`src/sed_pkg.sv`:
```
// shared constants and types for the stream entry stage-1 config decoder
`default_nettype none
package sed_pkg;
  localparam int ADDR_W = 52;
  localparam int SSID_W = 20;
  localparam int CDMAX_W = 5;
  localparam int CD_SHIFT = 6;
  localparam int CD_L1_DESCRIPTOR_SHIFT = 3;
  // register byte offsets
  localparam logic [4:0] OFS_ENTRY = 5'h00;
  localparam logic [4:0] OFS_PTR_LO = 5'h04;
  localparam logic [4:0] OFS_PTR_HI = 5'h08;
  localparam logic [4:0] OFS_FEATURE = 5'h0C;
  localparam logic [4:0] OFS_STATUS = 5'h10;
  // entry register fields
  localparam int F_CONFIG = 0;
  localparam int F_FORMAT = 4;
  localparam int F_CDMAX = 8;
  localparam int F_SECURE = 16;
  localparam int F_STAGE2_AARCH64_FORMAT = 17;
  localparam int F_DSS = 20;
  // feature register fields
  localparam int F_S1P = 0;
  localparam int F_S2P = 1;
  localparam int F_SECURE_STAGE2_SUPPORT = 2;
  localparam int F_TWO_LEVEL_CD_SUPPORT = 3;
  localparam int F_TRANSLATED_CHECK_ENABLE = 4;
  localparam int F_SSIDW = 8;
  localparam logic [31:0] ENTRY_RESET = 32'h0000_0000;
  localparam logic [31:0] FEATURE_RESET = 32'h0000_0000;
  // stream configuration codes
  localparam logic [2:0] CFG_ABORT = 3'h0;
  localparam logic [2:0] CFG_BYPASS = 3'h4;
  localparam logic [1:0] FMT_LINEAR = 2'h0;
  localparam logic [1:0] FMT_4K = 2'h1;
  localparam logic [1:0] FMT_64K = 2'h2;
  localparam logic [1:0] DSS_BYPASS = 2'h1;
  localparam logic [1:0] DSS_SUB0 = 2'h2;
  localparam logic [6:0] L2_4K_IDX_W = 7'h06;
  localparam logic [6:0] L2_64K_IDX_W = 7'h0A;
  localparam logic [4:0] L1_4K_ALIGN_MIN = 5'h09;
  localparam logic [4:0] L1_64K_ALIGN_MIN = 5'h0D;
  localparam logic [6:0] L1_4K_MASK_OFS = 7'h03;
  localparam logic [6:0] L1_64K_MASK_OFS = 7'h07;
  localparam logic [6:0] L2_4K_ZERO_W = 7'h0C;
  localparam logic [6:0] L2_64K_ZERO_W = 7'h10;
  typedef enum logic [1:0] {KIND_NORMAL = 2'h0, KIND_ATS_REQ = 2'h1, KIND_ATS_XLATED = 2'h2}
    sed_kind_t;
  typedef enum logic [1:0] {RESP_OK = 2'h0, RESP_ABORT = 2'h1, RESP_UR = 2'h2, RESP_CA = 2'h3}
    sed_resp_t;
  typedef enum logic [2:0] {EV_NONE = 3'h0, EV_INVALID_ENTRY = 3'h1, EV_BAD_SUBSTREAM = 3'h2,
    EV_BAD_ATS_TREQ = 3'h3, EV_TRANSL_FORBIDDEN = 3'h4, EV_STREAM_DISABLED = 3'h5} sed_event_t;
endpackage
`default_nettype wire

```
`src/sed_decode.sv`:
```
// stream entry stage-1 configuration decoder with avalon-mm register slave
// Operation
// - config 000 blocks traffic, abort, no event
// - reserved configs behave as 000
// - bit0 stage1, bit1 stage2, 100/101/110/111 decoded
// - no stage1: config 1x1 illegal
// - no stage2: config 11x illegal
// - secure entry without secure stage2: 11x illegal
// - secure 11x needs stage2 aarch64 format
// - bypass denies ats requests and translated traffic
// - config 000: ats ur, translated abort silently
// - substreams off: pointer names one descriptor
// - linear table indexed, aligned to size
// - 4k leaf tables of 64 descriptors
// - 4k format: base low bits zeroed above 9
// - 64k leaf tables of 1024 descriptors
// - 64k format: base low bits zeroed above 13
// - stage1 off: substream transactions aborted
// - no two-level support: non-linear format illegal
// - pointer bits 51:6, ipa when stage2
// - substream width zero: substream transactions aborted
// - count zero: substream transactions aborted
// - out-of-range substream aborted with event
// - count above substream width is illegal
// - illegal entry handled as invalid entry
// - invalid entry aborts with invalid entry event
// - default substream mode handles missing substream
//
// Chosen here: the Avalon-MM interface to the registers and the placing of the registers.
`default_nettype none
module sed_decode #(
  parameter int SSID_WIDTH_MAX = 20
) (
  input wire logic clk,
  input wire logic resetn,
  input wire logic ce,
  input wire logic [4:0] avs_address,
  input wire logic avs_read,
  input wire logic avs_write,
  input wire logic [31:0] avs_writedata,
  input wire logic [3:0] avs_byteenable,
  output logic [31:0] avs_readdata,
  output logic avs_waitrequest,
  input wire logic req_valid,
  input wire logic [1:0] req_kind,
  input wire logic req_has_ssid,
  input wire logic [sed_pkg::SSID_W-1:0] req_ssid,
  input wire logic [sed_pkg::ADDR_W-1:0] req_level2_pointer,
  output logic res_valid,
  output logic [1:0] res_resp,
  output logic [2:0] res_event,
  output logic [sed_pkg::ADDR_W-1:0] res_cd_addr,
  output logic [sed_pkg::ADDR_W-1:0] res_l1_addr,
  output logic res_l1_used,
  output logic res_stage1,
  output logic res_stage2,
  output logic res_ptr_is_ipa
);
  if (SSID_WIDTH_MAX < 1 || SSID_WIDTH_MAX > sed_pkg::SSID_W) begin : g_bad_param
    $error("SSID_WIDTH_MAX out of range");
  end

  logic [31:0] entry_reg;
  logic [31:0] ptr_lo_reg;
  logic [31:0] ptr_hi_reg;
  logic [31:0] feature_reg;
  logic [15:0] count_reg;
  logic illegal;
  logic entry_blocks;

  function automatic logic [31:0] be_merge(input logic [31:0] old_v, input logic [31:0] new_v,
                                           input logic [3:0] be);
    logic [31:0] r;
    r = old_v;
    for (int i = 0; i < 4; i++) begin
      if (be[i]) begin
        r[i*8 +: 8] = new_v[i*8 +: 8];
      end
    end
    return r;
  endfunction

  function automatic logic [sed_pkg::ADDR_W-1:0] low_mask(input logic [6:0] n);
    logic [sed_pkg::ADDR_W-1:0] ones;
    ones = '1;
    return ~(ones << n);
  endfunction

  // bus slave: one wait cycle, then the access completes at the edge that sees waitrequest low
  wire bus_req = avs_read || avs_write;
  wire bus_done = bus_req && !avs_waitrequest;

  always_ff @(posedge clk or negedge resetn) begin
    if (!resetn) begin
      avs_waitrequest <= 1'b1;
    end else if (ce) begin
      avs_waitrequest <= !(bus_req && avs_waitrequest);
    end
  end

  always_ff @(posedge clk or negedge resetn) begin
    if (!resetn) begin
      avs_readdata <= 32'h0000_0000;
    end else if (ce && avs_read && avs_waitrequest) begin
      unique case (avs_address[4:2])
        sed_pkg::OFS_ENTRY[4:2]: avs_readdata <= entry_reg;
        sed_pkg::OFS_PTR_LO[4:2]: avs_readdata <= ptr_lo_reg;
        sed_pkg::OFS_PTR_HI[4:2]: avs_readdata <= ptr_hi_reg;
        sed_pkg::OFS_FEATURE[4:2]: avs_readdata <= feature_reg;
        sed_pkg::OFS_STATUS[4:2]: avs_readdata <= {count_reg, 8'h00, entry_blocks, illegal,
                                                   1'b0, res_event, res_resp};
        default: avs_readdata <= 32'h0000_0000;
      endcase
    end
  end

  // writes land only at the completing edge; unmapped offsets drop the data
  always_ff @(posedge clk or negedge resetn) begin
    if (!resetn) begin
      entry_reg <= sed_pkg::ENTRY_RESET;
      ptr_lo_reg <= 32'h0000_0000;
      ptr_hi_reg <= 32'h0000_0000;
      feature_reg <= sed_pkg::FEATURE_RESET;
    end else if (ce && bus_done && avs_write) begin
      unique case (avs_address[4:2])
        sed_pkg::OFS_ENTRY[4:2]: entry_reg <= be_merge(entry_reg, avs_writedata, avs_byteenable);
        sed_pkg::OFS_PTR_LO[4:2]: ptr_lo_reg <= be_merge(ptr_lo_reg, avs_writedata,
                                                         avs_byteenable) & 32'hFFFF_FFC0;
        sed_pkg::OFS_PTR_HI[4:2]: ptr_hi_reg <= be_merge(ptr_hi_reg, avs_writedata,
                                                         avs_byteenable) & 32'h000F_FFFF;
        sed_pkg::OFS_FEATURE[4:2]: feature_reg <= be_merge(feature_reg, avs_writedata,
                                                           avs_byteenable);
        default: ;
      endcase
    end
  end

  // entry and feature fields
  wire [2:0] cfg = entry_reg[sed_pkg::F_CONFIG +: 3];
  wire [1:0] fmt = entry_reg[sed_pkg::F_FORMAT +: 2];
  wire [4:0] cdmax = entry_reg[sed_pkg::F_CDMAX +: sed_pkg::CDMAX_W];
  wire secure = entry_reg[sed_pkg::F_SECURE];
  wire stage2_aarch64_format = entry_reg[sed_pkg::F_STAGE2_AARCH64_FORMAT];
  wire [1:0] dss = entry_reg[sed_pkg::F_DSS +: 2];
  wire s1p = feature_reg[sed_pkg::F_S1P];
  wire s2p = feature_reg[sed_pkg::F_S2P];
  wire secure_stage2_support = feature_reg[sed_pkg::F_SECURE_STAGE2_SUPPORT];
  wire two_level_cd_support = feature_reg[sed_pkg::F_TWO_LEVEL_CD_SUPPORT];
  wire translated_check_enable = feature_reg[sed_pkg::F_TRANSLATED_CHECK_ENABLE];
  wire [4:0] ssidw_raw = feature_reg[sed_pkg::F_SSIDW +: sed_pkg::CDMAX_W];
  // capped so software cannot claim more substream bits than the decoder serves
  wire [4:0] ssidw = (ssidw_raw > 5'(SSID_WIDTH_MAX)) ? 5'(SSID_WIDTH_MAX) : ssidw_raw;

  assign entry_blocks = !cfg[2];
  wire st1 = cfg[2] && cfg[0];
  wire st2 = cfg[2] && cfg[1];
  wire is_bypass = (cfg == sed_pkg::CFG_BYPASS);
  wire sub_on = st1 && (ssidw != 5'h00) && (cdmax != 5'h00);
  wire s2_pat = cfg[2] && cfg[1];

  always_comb begin
    illegal = 1'b0;
    if (!s1p && cfg[2] && cfg[0]) illegal = 1'b1;
    if (!s2p && s2_pat) illegal = 1'b1;
    if (secure && s2p && !secure_stage2_support && s2_pat) illegal = 1'b1;
    if (secure && s2_pat && !stage2_aarch64_format) illegal = 1'b1;
    if (st1 && ssidw != 5'h00 && cdmax > ssidw) illegal = 1'b1;
    if (sub_on && !two_level_cd_support && fmt != sed_pkg::FMT_LINEAR) illegal = 1'b1;
    if (entry_blocks) illegal = 1'b0;
  end

  // verdict for the presented request
  logic [1:0] v_resp;
  logic [2:0] v_event;
  logic v_s1;
  logic ssid_out_of_range;

  always_comb begin
    ssid_out_of_range = ((req_ssid >> cdmax) != '0);
    v_resp = sed_pkg::RESP_OK;
    v_event = sed_pkg::EV_NONE;
    v_s1 = st1;
    if (entry_blocks) begin
      if (req_kind == sed_pkg::KIND_ATS_REQ) begin
        v_resp = sed_pkg::RESP_UR;
      end else if (req_kind == sed_pkg::KIND_NORMAL || translated_check_enable) begin
        v_resp = sed_pkg::RESP_ABORT;
      end
    end else if (illegal) begin
      if (req_kind == sed_pkg::KIND_ATS_REQ) begin
        v_resp = sed_pkg::RESP_CA;
      end else if (req_kind == sed_pkg::KIND_NORMAL) begin
        v_resp = sed_pkg::RESP_ABORT;
        v_event = sed_pkg::EV_INVALID_ENTRY;
      end else if (translated_check_enable) begin
        v_resp = sed_pkg::RESP_ABORT;
      end
    end else if (is_bypass && req_kind == sed_pkg::KIND_ATS_REQ) begin
      v_resp = sed_pkg::RESP_UR;
      v_event = sed_pkg::EV_BAD_ATS_TREQ;
    end else if (is_bypass && req_kind == sed_pkg::KIND_ATS_XLATED && translated_check_enable) begin
      v_resp = sed_pkg::RESP_ABORT;
      v_event = sed_pkg::EV_TRANSL_FORBIDDEN;
    end else if (req_kind != sed_pkg::KIND_ATS_XLATED) begin
      if (req_has_ssid) begin
        if (!st1 || ssidw == 5'h00 || cdmax == 5'h00 || ssid_out_of_range) begin
          v_resp = sed_pkg::RESP_ABORT;
          v_event = sed_pkg::EV_BAD_SUBSTREAM;
        end else if (dss == sed_pkg::DSS_SUB0 && req_ssid == '0) begin
          v_resp = sed_pkg::RESP_ABORT;
          v_event = sed_pkg::EV_STREAM_DISABLED;
        end
      end else if (sub_on) begin
        if (dss == sed_pkg::DSS_BYPASS) begin
          v_s1 = 1'b0;
        end else if (dss != sed_pkg::DSS_SUB0) begin
          v_resp = sed_pkg::RESP_ABORT;
          v_event = sed_pkg::EV_STREAM_DISABLED;
        end
      end
      // translation requests refused for a disabled stream complete with ca and stay silent
      if (req_kind == sed_pkg::KIND_ATS_REQ && v_event == sed_pkg::EV_STREAM_DISABLED) begin
        v_resp = sed_pkg::RESP_CA;
        v_event = sed_pkg::EV_NONE;
      end
    end
  end

  // descriptor address
  wire [sed_pkg::ADDR_W-1:0] base = {ptr_hi_reg[19:0], ptr_lo_reg};
  wire [sed_pkg::ADDR_W-1:0] idx = {32'h0000_0000, (req_has_ssid ? req_ssid : '0)};
  logic [sed_pkg::ADDR_W-1:0] a_cd;
  logic [sed_pkg::ADDR_W-1:0] a_l1;
  logic a_l1_used;

  always_comb begin
    a_cd = base;
    a_l1 = '0;
    a_l1_used = 1'b0;
    if (sub_on && fmt == sed_pkg::FMT_4K) begin
      a_l1_used = 1'b1;
      a_l1 = base & ~low_mask((cdmax > sed_pkg::L1_4K_ALIGN_MIN) ?
               ({2'h0, cdmax} - sed_pkg::L1_4K_MASK_OFS) : 7'(sed_pkg::CD_SHIFT));
      if (cdmax > 5'(sed_pkg::L2_4K_IDX_W)) begin
        a_l1 = a_l1 | ((idx >> sed_pkg::L2_4K_IDX_W) << sed_pkg::CD_L1_DESCRIPTOR_SHIFT);
      end
      a_cd = (req_level2_pointer & ~low_mask(sed_pkg::L2_4K_ZERO_W))
             | ((idx & low_mask(sed_pkg::L2_4K_IDX_W)) << sed_pkg::CD_SHIFT);
    end else if (sub_on && fmt == sed_pkg::FMT_64K) begin
      a_l1_used = 1'b1;
      a_l1 = base & ~low_mask((cdmax > sed_pkg::L1_64K_ALIGN_MIN) ?
               ({2'h0, cdmax} - sed_pkg::L1_64K_MASK_OFS) : 7'(sed_pkg::CD_SHIFT));
      if (cdmax > 5'(sed_pkg::L2_64K_IDX_W)) begin
        a_l1 = a_l1 | ((idx >> sed_pkg::L2_64K_IDX_W) << sed_pkg::CD_L1_DESCRIPTOR_SHIFT);
      end
      a_cd = (req_level2_pointer & ~low_mask(sed_pkg::L2_64K_ZERO_W))
             | ((idx & low_mask(sed_pkg::L2_64K_IDX_W)) << sed_pkg::CD_SHIFT);
    end else if (sub_on) begin
      // linear and reserved format share one layout
      a_cd = (base & ~low_mask({2'h0, cdmax} + 7'(sed_pkg::CD_SHIFT)))
             | ((idx & low_mask({2'h0, cdmax})) << sed_pkg::CD_SHIFT);
    end
  end

  // registered answer, one per request
  always_ff @(posedge clk or negedge resetn) begin
    if (!resetn) begin
      res_valid <= 1'b0;
    end else if (ce) begin
      res_valid <= req_valid;
    end
  end

  always_ff @(posedge clk or negedge resetn) begin
    if (!resetn) begin
      res_resp <= sed_pkg::RESP_OK;
      res_event <= sed_pkg::EV_NONE;
      res_cd_addr <= '0;
      res_l1_addr <= '0;
      res_l1_used <= 1'b0;
      res_stage1 <= 1'b0;
      res_stage2 <= 1'b0;
      res_ptr_is_ipa <= 1'b0;
    end else if (ce && req_valid) begin
      res_resp <= v_resp;
      res_event <= v_event;
      res_cd_addr <= a_cd;
      res_l1_addr <= a_l1;
      res_l1_used <= a_l1_used && v_s1;
      res_stage1 <= v_s1 && (v_resp == sed_pkg::RESP_OK);
      res_stage2 <= st2 && (v_resp == sed_pkg::RESP_OK);
      res_ptr_is_ipa <= st2;
    end
  end

  always_ff @(posedge clk or negedge resetn) begin
    if (!resetn) begin
      count_reg <= 16'h0000;
    end else if (ce && req_valid) begin
      count_reg <= count_reg + 16'h0001;
    end
  end
endmodule
`default_nettype wire

```
`config.mk`:
```
export PLATFORM = sky130hd
export DESIGN_NAME = sed_decode
export DESIGN_NICKNAME = d
export VERILOG_FILES = /design/src/sed_pkg.sv /design/src/sed_decode.sv
export SDC_FILE = /design/constraint.sdc
export NUM_CORES = 1
export LEC_CHECK = 0
export BUFFER_PORTS_ARGS = -buffer_cell sky130_fd_sc_hd__buf_2
export CORE_MARGIN = 5
export CORE_UTILIZATION = 30
export CTS_BUF_LIST = sky130_fd_sc_hd__clkbuf_8 sky130_fd_sc_hd__clkbuf_16
export DETAILED_ROUTE_END_ITERATION = 8
export PLACE_DENSITY = 0.51
export SYNTH_ARGS = -nofsm -noshare
export SYNTH_HDL_FRONTEND = slang
export SYNTH_SLANG_ARGS = --single-unit
```
`constraint.sdc`:
```
create_clock -name clk -period 2.6 [get_ports clk]
set_clock_uncertainty 0.05 [all_clocks]
set_input_delay 0.13 -clock clk [delete_from_list [all_inputs] [get_ports clk]]
set_output_delay 0.13 -clock clk [all_outputs]
set_load 0.05 [all_outputs]
```
# After elaboration in Yosys (flattened, before gate mapping)
# Cells that the tools add are included.
classes:
  addsub: 4
  magnitude_cmp: 6
  eq_ne: 14
  shifts: 5
  muxes: 65
  bitwise: 16
  reduce_logical: 71
ops:
  columns: ["cell", "count"]
  rows:
  - ["$mux W52", 7]
  - ["$not A52 Y52", 6]
  - ["$pmux W32 S5", 1]
  - ["$and A52 B52 Y52", 3]
  - ["$shl A52 B7 Y52 const A", 2]
  - ["$or A52 B12 Y52", 1]
  - ["$or A52 B13 Y52", 1]
  - ["$or A52 B16 Y52", 1]
  - ["$or A52 B17 Y52", 1]
  - ["$or A52 B52 Y52", 1]
  - ["$shl A52 B5 Y46 const A", 1]
  - ["$shl A52 B6 Y52 const A", 1]
  - ["$mux W3", 17]
  - ["$and A20 B46 Y46", 1]
  - ["$not A46 Y46", 1]
  - ["$reduce_and A3 Y1", 15]
  - ["$logic_and A1 B1 Y1", 32]
  - ["$mux W1", 27]
  - ["$logic_not A20 Y1", 1]
  - ["$mux W20", 1]
  - ["$reduce_bool A20 Y1", 1]
  - ["$shr A20 B5 Y20", 1]
  - ["$mux W2", 9]
  - ["$add A16 B1 Y16 const B", 1]
  - ["other kinds (22)", 48]
word_totals:
  ff_bits: 273
  input_bits: 122
  out_inout_bits: 147
  wordCells: 208

# Logic depth before layout (Yosys ltp)
# Gate-level depths: netlist of run 1.
logic_depth:
  word_depth: 23
  mapped_depth: 13
  depth_no_buf: 10

# Worst setup path after synthesis of run 1
# OpenSTA, ideal clock, no wires.
synth_timing:
  path_kind: "register -> register"
  startpoint: "reg entry_reg[9]"
  endpoint: "reg res_cd_addr[12] in the netlist's numbering"
  setup_ps: 126
  t_arrival_ps: 2475
  required_time_ps: 2424
  slack_ps: -50
  path_stages_with_launch: 13
  n_path_buf: 2
  synth_period_minus_slack_ps: 2650
  path_cell_list: "dfrtp_1 > buf_6 > buf_6 > inv_1 > ha_1 > ha_1 > nor2b_1 > nor2b_1 > nor3_1 > nand2_1 > o21ai_0 > a221oi_2 > o21ai_1"
synth_via:
  elab_chain_cells: 9
  elab_cells_between_ends: 16
  classes_between: "add/sub (1); shift (2); mux (3); bitwise (6); reduce/logical (4)"
synth_lines:
  columns: ["item", "line_no", "rtl"]
  rows:
  - ["from (decl)", "sed_decode.sv:63", "logic [31:0] entry_reg;"]
  - ["from (signal assigned)", "sed_decode.sv:120", "entry_reg <= sed_pkg::ENTRY_RESET;"]
  - ["from (signal assigned)", "sed_decode.sv:126", "sed_pkg::OFS_ENTRY[4:2]: entry_reg <= be_merge(entry_reg, avs_writedata, avs_byteenable);"]
  - ["$add A5 B3 Y6", "sed_decode.sv:260", "a_cd = (base & ~low_mask({2'h0, cdmax} + 7'(sed_pkg::CD_SHIFT)))"]
  - ["$shl A52 B6 Y52", "sed_decode.sv:86", "return ~(ones << n);"]
  - ["$not A52 Y52", "sed_decode.sv:86", null]
  - ["$not A52 Y52", "sed_decode.sv:260", null]
  - ["$and A52 B52 Y52", "sed_decode.sv:260", null]
  - ["$or A52 B52 Y52", "sed_decode.sv:261", "| ((idx & low_mask({2'h0, cdmax})) << sed_pkg::CD_SHIFT);"]
  - ["$mux W52", "sed_decode.sv:258", "end else if (sub_on) begin"]
  - ["$mux W52", "sed_decode.sv:249", "end else if (sub_on && fmt == sed_pkg::FMT_64K) begin"]
  - ["$mux W52 (*)", "sed_decode.sv:240", "if (sub_on && fmt == sed_pkg::FMT_4K) begin"]
  - ["to (signal assigned)", "sed_decode.sv:278", "res_cd_addr <= '0;"]
  - ["to (signal assigned)", "sed_decode.sv:287", "res_cd_addr <= a_cd;"]
  - ["to (decl)", "sed_decode.sv:52", "output logic [sed_pkg::ADDR_W-1:0] res_cd_addr,"]
# Mark *: on every way between the ends. The rest lies on a longest branch, timed or not.
# A chain may end at the register's enable or synchronous reset.

# Worst setup path after layout of run 1
layout_timing:
  startpoint: "reg entry_reg[9]"
  endpoint: "reg res_l1_addr[25] in the netlist's numbering"
layout_via:
  elab_chain_cells: 10
  elab_cells_between_ends: 26
  classes_between: "add/sub (2); order compare (4); shift (2); mux (6); bitwise (8); reduce/logical (4)"
layout_lines:
  columns: ["item", "line_no", "rtl"]
  rows:
  - ["$sub A5 B3 Y6 / $gt A5 B4 Y1 (equally long branches)", "sed_decode.sv:252, sed_decode.sv:251", null]
  - ["$mux W7", "sed_decode.sv:251", "a_l1 = base & ~low_mask((cdmax > sed_pkg::L1_64K_ALIGN_MIN) ?"]
  - ["$shl A52 B7 Y52", "sed_decode.sv:86", null]
  - ["$not A52 Y52", "sed_decode.sv:86", null]
  - ["$not A52 Y52", "sed_decode.sv:251", null]
  - ["$and A52 B52 Y52", "sed_decode.sv:251", null]
  - ["$or A52 B13 Y52", "sed_decode.sv:254", "a_l1 = a_l1 | ((idx >> sed_pkg::L2_64K_IDX_W) << sed_pkg::CD_L1_DESCRIPTOR_SHIFT);"]
  - ["$mux W52", "sed_decode.sv:253", "if (cdmax > 5'(sed_pkg::L2_64K_IDX_W)) begin"]
  - ["$mux W52", "sed_decode.sv:249", null]
  - ["$mux W52 (*)", "sed_decode.sv:240", null]
  - ["to (signal assigned)", "sed_decode.sv:288", "res_l1_addr <= a_l1;"]
  - ["to (decl)", "sed_decode.sv:53", "output logic [sed_pkg::ADDR_W-1:0] res_l1_addr,"]
# Marks and branches as above.

==> impl_metrics.yaml, run 1 <==
yosys:
  synth_most_common_cell: "dfrtp_1"
  synth_ff_type: "dfrtp_1"
  synth_edf_count: 0
  synthArstFlopShare_pct: 100
  synth_seq_area_share_pct: 46.8
  synth_mux_area_share_pct: 9.45
  synth.area.top_cells: "dfrtp_1, mux2_2, nand2_1"
  yosys.area_share.simple_pct: 14.9
  yosysTopAreaCellShare_pct: 46.6
  synth_top_cell_by_area: "dfrtp_1"
  synth-compound-area-share_pct: 21.4
  synth-seq-cells: 264
  netlist_top_cells_count: "dfrtp_1, nand2_1, o21ai_0, nor2_1, mux2_2"
  syn_inst: 1482
  synthXorXnorAreaFrac_pct: 1.24
  synthAdderAreaFrac_pct: 2.04
  ys_types: 84
  synth_top_family_by_area: "compound AO/OA/AOI/OAI gates"
  syn-cell-area_um2: 14100
  synth_area_per_cell_um2: 9.54
  synth_warnings: 0
clocking:
  clock_path_buffers: 3
  cts_tree: "yes"
  cts.sinks: 264
  clk_latency_ps: 590
  numCtsBuffers: 30
  cts_root_buf: "clkbuf_16"
  htreeDepth: 1
  path_clk_slew_ps: 70
floorplan:
  fp.dieW_um: 227
  io_pins: 269
  dieArea_um2: 51500
  rows: 79
  die_h_um: 227
  core-area_um2: 46600
  initial_core_util_pct: 30.4
global_routing:
  globalRouteOverflowTotal: 0
  antenna_found_initial: 6
  grt_pass1_vias: 13400
  grt_max_degree: 89
  grt_pass1_wl_mm: 89.2
  grt_usage_pct: 22.9
critical_path:
  crit_type: "reg2reg"
  cpMostUsedCell: "buf_4"
  reg2reg_from: "entry_reg[9]$_DFFE_PN0P_"
  cpMaxStageDelayCell: "nor3_1"
  cp_max_fo: 4
  crit_arrival_ps: 3040
  r2r_setup_slack_ps: 30
  r2r-end: "res_l1_addr[25]$_DFFE_PN0P_"
  cp.required_ps: 3070
  critPathMaxStageDelay_ps: 420
  cp-start-kind: "flip-flop"
  crit_chain: "buf_4 > ha_1 > inv_1 > ha_1 > inv_1 > nor3_1 > buf_4 > nor3_1 > o21ai_1 > buf_4 > nand3_1 > nand2_1"
  reg2regPathDepth: 12
  setup.worst_path.end_class: "flip-flop"
cells_and_area:
  area.growth.synth_to_final_pct: 37.2
  fin_cells: 2587
  nNetsFinal: 2098
  top_register: "res_l1_addr"
  top_regs: "res_l1_addr x49, res_cd_addr x46"
  largest_reg_flops: 49
  drive_above_1_share_pct: 33.4
place:
  hpwl_mm: 47.7
  dp_cells: 2419
  port_buffers: 245
  gp_congestion: 0.956
  pre_cts_ws_ps: -143
flow_run:
  drv_cap: 0
sta:
  fin_ws_ps: 31.3
  hold_ws_ps: 52.8
  finalHoldViolations: 0
  period_needed_ps: 2570
  tns_ps: 0
  rsz0062_at_grt: "true"
  fmax_ghz: 0.389
  fin_crit_sh_pct: 98.8
  slew_viol_final: 0
  setup_viol_count_final: 0
  tightest_slew_ps: 1100
  slew_headroom_pct: 26.4
routing:
  vias_per_cell: 5.33
  dr.first_iter.drc_count: 1171
  firstDrtPassIters: 6
  routed_wl_mm: 61.6
  final_antenna_net_count: 0
  num_vias: 13800
  drc_errors: 0
  wl_per_cell_um: 23.8
hold_path:
  hp-class: "in2reg"
  holdPathEnd: "res_l1_addr[15]$_DFFE_PN0P_"
  worstHoldStart: "req_ssid[18]"
  worstHoldPathCells: 3
power:
  switching_share_pct: 38.4
  clkPwrFrac_pct: 29.9
  power.leakage_uw: 0.00893
  power_switching_uw: 5650
  power.density_nw_per_um2: 760
  sequentialPowerShare_pct: 35.3
  p_int_uw: 9080
  combPwrFrac_pct: 34.8
  ir_drop_mv: 0.519
status:
  status: "finished clean"
-- per-stage QoR --
| step | instance area [um2] | power (uW) | utilization [%] |
|---|---|---|---|
| CTS | 19100 | 14700 | 41.1 |
| floorplan | 14200 | 7870 | - |
| finish | 19400 | 14700 | 41.6 |
| detailed placement | 17100 | 10100 | 36.7 |
| global route | 19400 | 15400 | 41.6 |
| global placement | 17100 | 10100 | 36.7 |
-- kinds of logic after synthesis --
| family | after synthesis |
|---|---|
| fa+ha+maj | 23 |
| simple gates | 482 |
| flops | 264 |
| mux | 116 |
| compound gates | 451 |
| xor+xnor | 20 |
| other cells | 1 |
| buf+inv | 125 |
-- layout by cell type (no fill, tap or decap), types with 9 or more instances in the layout --
cell	netlist	layout
buf_4	12	181
dfrtp_1	263	261
o211ai_1	20	20
nor2b_1	15	12
a21oi_1	53	51
buf_2	16	244
inv_1	21	25
nand3_1	30	28
nor3_1	19	18
a211oi_1	12	12
ha_1	23	21
o21ai_1	11	15
nand2_1	253	249
a22oi_1	16	16
clkbuf_16	0	30
a31oi_1	35	34
o21ai_0	145	140
o22ai_1	13	13
a22o_1	27	27
mux2_2	106	106
a21o_1	9	9
a221oi_1	35	31
xnor2_1	17	16
nor2_1	108	106
dlygate4sd3_1	0	98
conb_1	1	9
-- layout make-up --
class / instances / area, um2
fill: 4698 / 27200
sequential: 264 / 6610
timing repair buffer: 533 / 3730
clock buffer: 35 / 820
tap: 607 / 759
multi-input combinational: 1101 / 7160
inverter: 23 / 86.3
clock inverter: 20 / 211
antenna: 4 / 10.0
-- power groups by stage --
stage | Sequential [uW] | Clock (uW) | Combinational (uW)
3_5_place_dp | 5250 | 0 | 4800
6_report | 5200 | 4410 | 5120
3_3_place_gp | 5240 | 0 | 4820
5_1_grt | 5250 | 4680 | 5460
2_1_floorplan | 5730 | 0 | 2130
4_1_cts | 5180 | 4520 | 4960
-- what timing repair did --
item                                    in CTS  in global routing
buffers inserted                             0                 11
pin swaps                                    0                 10
hold buffers                                98                  0
endpoints found under the setup margin       9                 62
gates resized for setup                     10                 39
hold endpoints to repair                   255                  0
-- worst max-delay path: cells and delay by family, from the launching register on --
family / cells / cell delay (ps)
AOI/OAI and AO/OA: 1 / 210
adders and majority gates: 2 / 460
buffers and inverters: 5 / 620
DFF: 1 / 390
and+or+nand+nor: 4 / 760
-- routing by layer --
| metal | global-route usage (%) | wire (um) | vias to the layer above |
|---|---|---|---|
| li1 | - | - | 6351 |
| met4 | 6.37 | 1720 | 2 |
| met2 | 36.1 | 27900 | 506 |
| met5 | 0 | 11 | - |
| met1 | 32.9 | 27900 | 6843 |
| met3 | 3.62 | 4100 | 86 |
-- worst max path at each step --
| stage | startpoint | end | slack [ps] |
|---|---|---|---|
| finish | entry_reg[9]$_DFFE_PN0P_ | res_l1_addr[25]$_DFFE_PN0P_ | 30 |
| global route | entry_reg[9]$_DFFE_PN0P_ | res_stage2$_DFFE_PN0P_ | -30 |
| CTS | entry_reg[8]$_DFFE_PN0P_ | res_l1_addr[6]$_DFFE_PN0P_ | 1 |
| detailed placement | entry_reg[8]$_DFFE_PN0P_ | res_l1_addr[25]$_DFFE_PN0P_ | -140 |
| global placement | entry_reg[9]$_DFFE_PN0P_ | res_l1_addr[9]$_DFFE_PN0P_ | -140 |
| floorplan | entry_reg[9]$_DFFE_PN0P_ | res_cd_addr[12]$_DFFE_PN0P_ | 40 |
No activity file was read; power rests on OpenSTA's default activity.
==> run 2: changes to the inputs <==
REMOVE_ABC_BUFFERS = 1   (was unset)
==> run 2 against run 1 <==
  * Maximum frequency up 1.0%
  * Count of clock-buffer cells in the layout is 3 higher
  * Combinational power shrank 2%
  * Core utilization is 0.59 points lower
  * Die area unchanged
  * Setup slack improved by 26 ps
  * Routed wire length is 3.7% lower
  * Cell area shrank 1.4%
  * Critical path type unchanged
  * Critical endpoint is now res_cd_addr[12]$_DFFE_PN0P_
==> impl_metrics.yaml, run 2 (synthesis gave the netlist of run 1 again) <==
status:
  status: "finished clean"
routing:
  vias_per_cell: 5.33
  num_vias: 13600
  routed_wl_mm: 59.3
  final_antenna_net_count: 0
  dr.first_iter.drc_count: 1120
  firstDrtPassIters: 5
  drc_errors: 0
  wl_per_cell_um: 23.3
cells_and_area:
  top_regs: "res_l1_addr x49, res_cd_addr x46"
  nNetsFinal: 2062
  top_register: "res_l1_addr"
  mostFrequentLayoutCell: "dfrtp_1"
  drive_above_1_share_pct: 32.1
  largest_reg_flops: 49
  fin_cells: 2550
  final_cell_mix: "dfrtp_1, nand2_1, buf_2"
  area.growth.synth_to_final_pct: 35.2
global_routing:
  antenna_found_initial: 2
  grt_max_degree: 71
  use_met2_pct: 36.9
  grt_usage_pct: 22.3
  grt_pass1_vias: 13700
  busiest_layer: "met2"
  use_met3_pct: 3.35
  globalRouteOverflowTotal: 0
  grt_pass1_wl_mm: 88.0
  grt_use_met1_pct: 30.1
critical_path:
  cp-start-kind: "flip-flop"
  r2r_setup_slack_ps: 60
  cp_max_fo: 8
  setup.worst_path.end_class: "flip-flop"
  r2r-end: "res_cd_addr[12]$_DFFE_PN0P_"
  crit_type: "reg2reg"
  reg2reg_from: "feature_reg[11]$_DFFE_PN0P_"
  reg2regPathDepth: 9
  cp.required_ps: 2990
  crit_arrival_ps: 2930
sta:
  finalHoldViolations: 0
  period_needed_ps: 2540
  fmax_ghz: 0.393
  fin_crit_sh_pct: 97.8
  slew_viol_final: 0
  fin_ws_ps: 57.8
  hold_ws_ps: 35.1
  setup_viol_count_final: 0
  slew_headroom_pct: 37.5
  tightest_slew_ps: 937
hold_path:
  worstHoldStart: "req_ssid[8]"
  hp-class: "in2reg"
  worstHoldPathCells: 3
  holdPathEnd: "res_l1_addr[5]$_DFFE_PN0P_"
place:
  port_buffers: 245
  dp_cells: 2395
  pre_cts_ws_ps: -28.1
  gp_congestion: 0.943
  hpwl_mm: 44.8
flow_run:
  drv_cap: 0
power:
  switching_share_pct: 37.8
  p_int_uw: 9080
  sequentialPowerShare_pct: 35.3
  power.density_nw_per_um2: 764
  clkPwrFrac_pct: 30.5
  power.total_uw: 14600
  power_switching_uw: 5530
  ir_drop_mv: 0.496
  combPwrFrac_pct: 34.2
  power.leakage_uw: 0.00878
floorplan:
  rows: 79
  dieArea_um2: 51500
  die_h_um: 227
  initial_core_util_pct: 30.4
  core-area_um2: 46600
  io_pins: 269
  fp.dieW_um: 227
clocking:
  cts_root_buf: "clkbuf_16"
  clk_latency_ps: 580
  cts_tree: "yes"
  htreeDepth: 1
  numCtsBuffers: 30
  clock_path_buffers: 3
  cts.sinks: 264
  path_clk_slew_ps: 60
## run 2: cell count changes in the layout (fill, tap and decap cells not counted), moves of 3 or more
cell | previous run | this run
dlygate4sd3_1 | 98 | 92
o21ai_0 | 140 | 144
o21ai_1 | 15 | 12
buf_4 | 181 | 147
nand2_1 | 249 | 252
buf_12 | 6 | 11
nand2_2 | 3 | 0
inv_1 | 25 | 22
## run 2: what timing repair did
item / CTS / global route
setup endpoints to repair: 6 / 40
hold buffers: 92 / 0
endpoints found under the hold margin: 337 / 0
resized for setup: 6 / 26
cloned: 0 / 1
setup buffers: 0 / 4
pin swaps: 0 / 4
## run 2: worst max-delay path by stage
stage | startpoint | end | slack (ps) | cells after the start
5_1_grt | feature_reg[11]$_DFFE_PN0P_ | res_cd_addr[12]$_DFFE_PN0P_ | -30 | 9
2_1_floorplan | entry_reg[8]$_DFFE_PN0P_ | res_cd_addr[6]$_DFFE_PN0P_ | -1170 | 8
3_5_place_dp | entry_reg[9]$_DFFE_PN0P_ | res_cd_addr[20]$_DFFE_PN0P_ | -30 | 8
4_1_cts | entry_reg[9]$_DFFE_PN0P_ | res_cd_addr[50]$_DFFE_PN0P_ | 5 | 10
6_report | feature_reg[11]$_DFFE_PN0P_ | res_cd_addr[12]$_DFFE_PN0P_ | 60 | 9
3_3_place_gp | entry_reg[9]$_DFFE_PN0P_ | res_cd_addr[24]$_DFFE_PN0P_ | 6 | 10
## run 2: power groups by stage
stage          logic (uW)  registers (uW)  clock network, uW
6_report             5000            5150               4450
5_1_grt              5340            5210               4720
4_1_cts              4910            5140               4560
3_3_place_gp         4770            5200                  0
2_1_floorplan        1920            5810                  0
3_5_place_dp         4770            5210                  0
## run 2: layout make-up
class,instances,area [um2]
clock inverters,17,169
multi-input cells,1101,7090
repair buffers,497,3520
fillers,4625,27400
inverters,23,86.3
well taps,607,759
flip-flops and latches,264,6610
diodes,3,7.51
clock buffers,38,872
## run 2: per-layer routing
layer	routed length, um	up-vias
met5	13	-
met3	3350	120
met2	28200	490
met4	2150	2
met1	25600	6711
li1	-	6258
## run 2: worst max-delay path, cell delays in order (launching register included)
cell and delay [ps]:
dfrtp_1 420, or4_4 580, o21bai_4 200, buf_6 150, nor2_2 50, buf_4 160, a211oi_2 260, nor2_1 100
a221oi_2 320, o21ai_1 120
## run 2: per-stage QoR
stage | cell area, um2 | setup TNS, ps | util, %
after floorplan | 13700 | -67590 | -
after global placement | 17000 | 0 | 36.4
after detailed placement | 17000 | -45.0 | 36.4
after CTS | 18900 | 0 | 40.7
after global routing | 19100 | -29.4 | 41.0
final | 19100 | 0 | 41.1
==> run 3: changes to the inputs <==
CELL_PAD_IN_SITES_DETAIL_PLACEMENT = 0   (was unset)
CELL_PAD_IN_SITES_GLOBAL_PLACEMENT = 1   (was unset)
CORE_ASPECT_RATIO = 0.8   (was unset)
PLACE_DENSITY = unset   (was 0.51)
PLACE_DENSITY_LB_ADDON = 0.1   (was unset)
==> run 3 against run 2 <==
  * Cell area rose by 1.8%
  * Largest cell class unchanged
  * Via count rose by 0.93%
  * Critical path type unchanged
  * Combinational power up 11%
  * Hold slack got worse by 27 ps
  * Sequential power hardly changed
  * Highest routed layer unchanged
==> impl_metrics.yaml, run 3 (synthesis gave the netlist of run 1 again) <==
sta:
  fin_ws_ps: 7.97
  slew_viol_final: 0
  period_needed_ps: 2590
  finalHoldViolations: 0
  fmax_ghz: 0.386
  setup_viol_count_final: 0
  hold_ws_ps: 8.26
  slew_headroom_pct: 34.5
  rsz0062_at_grt: "true"
  tightest_slew_ps: 983
  fin_crit_sh_pct: 99.7
clocking:
  htreeDepth: 1
  cts_root_buf: "clkbuf_16"
  numCtsBuffers: 30
  clk_latency_ps: 580
  cts_tree: "yes"
  path_clk_slew_ps: 60
  clock_path_buffers: 3
  cts.sinks: 264
global_routing:
  antenna_found_initial: 1
  grt_max_degree: 92
  grt_pass1_wl_mm: 92.1
  globalRouteOverflowTotal: 0
  grt_pass1_vias: 13800
  grt_usage_pct: 23.4
floorplan:
  dieArea_um2: 51600
  rows: 71
  initial_core_util_pct: 30.2
  fp.dieW_um: 253
  die_h_um: 204
  io_pins: 269
  core-area_um2: 46800
critical_path:
  cp.required_ps: 3000
  critPathTopFamily: "simple AND/OR/NAND/NOR gates"
  cpMostUsedCell: "buf_4"
  cpMaxStageDelayCell: "or4_4"
  crit_arrival_ps: 3000
  critical_path_buf_inv_count: 2
  cp-start-kind: "flip-flop"
  setup.worst_path.end_class: "flip-flop"
  crit_chain: "or4_4 > o21ba_4 > nand2_1 > buf_4 > nor2_1 > a221oi_1 > buf_4 > o31ai_1"
  critPathMaxStageDelay_ps: 590
  cp_max_fo: 7
  crit_type: "reg2reg"
routing:
  dr.first_iter.drc_count: 931
  drc_errors: 0
  vias_per_cell: 5.30
  final_antenna_net_count: 0
  wl_per_cell_um: 24.1
  firstDrtPassIters: 7
  num_vias: 13700
  routed_wl_mm: 62.3
cells_and_area:
  n_antenna_cell: 0
  final_cell_mix: "dfrtp_1, nand2_1, buf_2"
  top_regs: "res_l1_addr x49, res_cd_addr x46"
  drive_above_1_share_pct: 33.7
  area.growth.synth_to_final_pct: 37.6
  largest_reg_flops: 49
  final.fill_count: 4765
  top_register: "res_l1_addr"
  nNetsFinal: 2090
  mostFrequentLayoutCell: "dfrtp_1"
place:
  port_buffers: 245
  hpwl_mm: 46.3
  gp_congestion: 0.898
  pre_cts_ws_ps: -188
power:
  power.leakage_uw: 0.00895
  ir_drop_mv: 0.440
  power.density_nw_per_um2: 768
status:
  status: "finished clean"
hold_path:
  hp-class: "in2reg"
flow_run:
  drv_cap: 0
-- run 3: cell count changes in the layout (fill, tap and decap cells not counted), moves of 3 or more --
cell,previous run,this run
inv_1,22,25
o311ai_1,6,3
xnor2_1,17,14
xnor2_2,0,3
buf_4,147,171
a21oi_1,50,47
diode_2,3,0
-- run 3: worst reg2reg max path: cells and delay by family, from the launching register on --
| kind | cells | cell delay, ps |
|---|---|---|
| DFF | 1 | 430 |
| AOI/OAI and AO/OA | 3 | 770 |
| and+or+nand+nor | 3 | 860 |
| buffers and inverters | 2 | 380 |
-- run 3: cell type report --
class                   count  area [um2]  area share (%)
multi-input cells        1101        7210            37.1
flip-flops and latches    264        6610            34.0
repair buffers            525        3780            19.5
clock buffers              38         872            4.48
well taps                 620         776            3.99
clock inverters            17         110           0.566
inverters                  23        86.3           0.444
-- run 3: final timing paths --
path	startpoint	endpoint	slack, ps	cells past startpoint
hold reg to reg	avs_readdata[31]$_DFFE_PN0P_	avs_readdata[31]$_DFFE_PN0P_	420	2
setup reg to reg	feature_reg[11]$_DFFE_PN0P_	res_cd_addr[17]$_DFFE_PN0P_	8	8
min in group asynchronous	resetn	res_l1_addr[22]$_DFFE_PN0P_	30	2
max in group asynchronous	resetn	entry_reg[31]$_DFFE_PN0P_	1650	3
setup / recovery	feature_reg[11]$_DFFE_PN0P_	res_cd_addr[17]$_DFFE_PN0P_	8	8
hold / removal	req_ssid[5]	res_cd_addr[11]$_DFFE_PN0P_	8	3
-- run 3: report_power, final --
group	leakage [uW]	internal, uW	switching (uW)
sequential	0.00349	4610	513
combinational	0.00494	2090	3460
clock	0.000513	2450	1810
-- run 3: layer usage --
| metal | up-vias | GRT usage [%] | wire length (um) | part of all wire (%) |
|---|---|---|---|---|
| met2 | 502 | 34.6 | 26400 | 42 |
| met1 | 6808 | 35.9 | 30200 | 48 |
| met4 | 2 | 4.32 | 1250 | 2.0 |
| li1 | 6318 | - | - | - |
| met5 | - | 0 | 13 | 0.021 |
| met3 | 77 | 4.30 | 4450 | 7.1 |
-- run 3: metrics by stage --
step,power [uW],instance area (um2),util [%],TNS [ps],instances
2_1_floorplan,7730,13700,-,-67590,1388
3_3_place_gp,10300,17200,36.7,-930,2430
3_5_place_dp,10300,17200,36.7,-602,2430
4_1_cts,14700,19100,40.8,-56.7,2577
5_1_grt,15600,19500,41.5,-341,2588
6_report,14900,19500,41.5,0,2588
-- run 3: timing repair --
item	in CTS	in global routing
hold endpoints to repair	428	0
gates cloned	0	3
hold buffers	91	0
endpoints found under the setup margin	9	30
buffers inserted	1	8
pin swaps	2	15
gates resized for setup	6	45
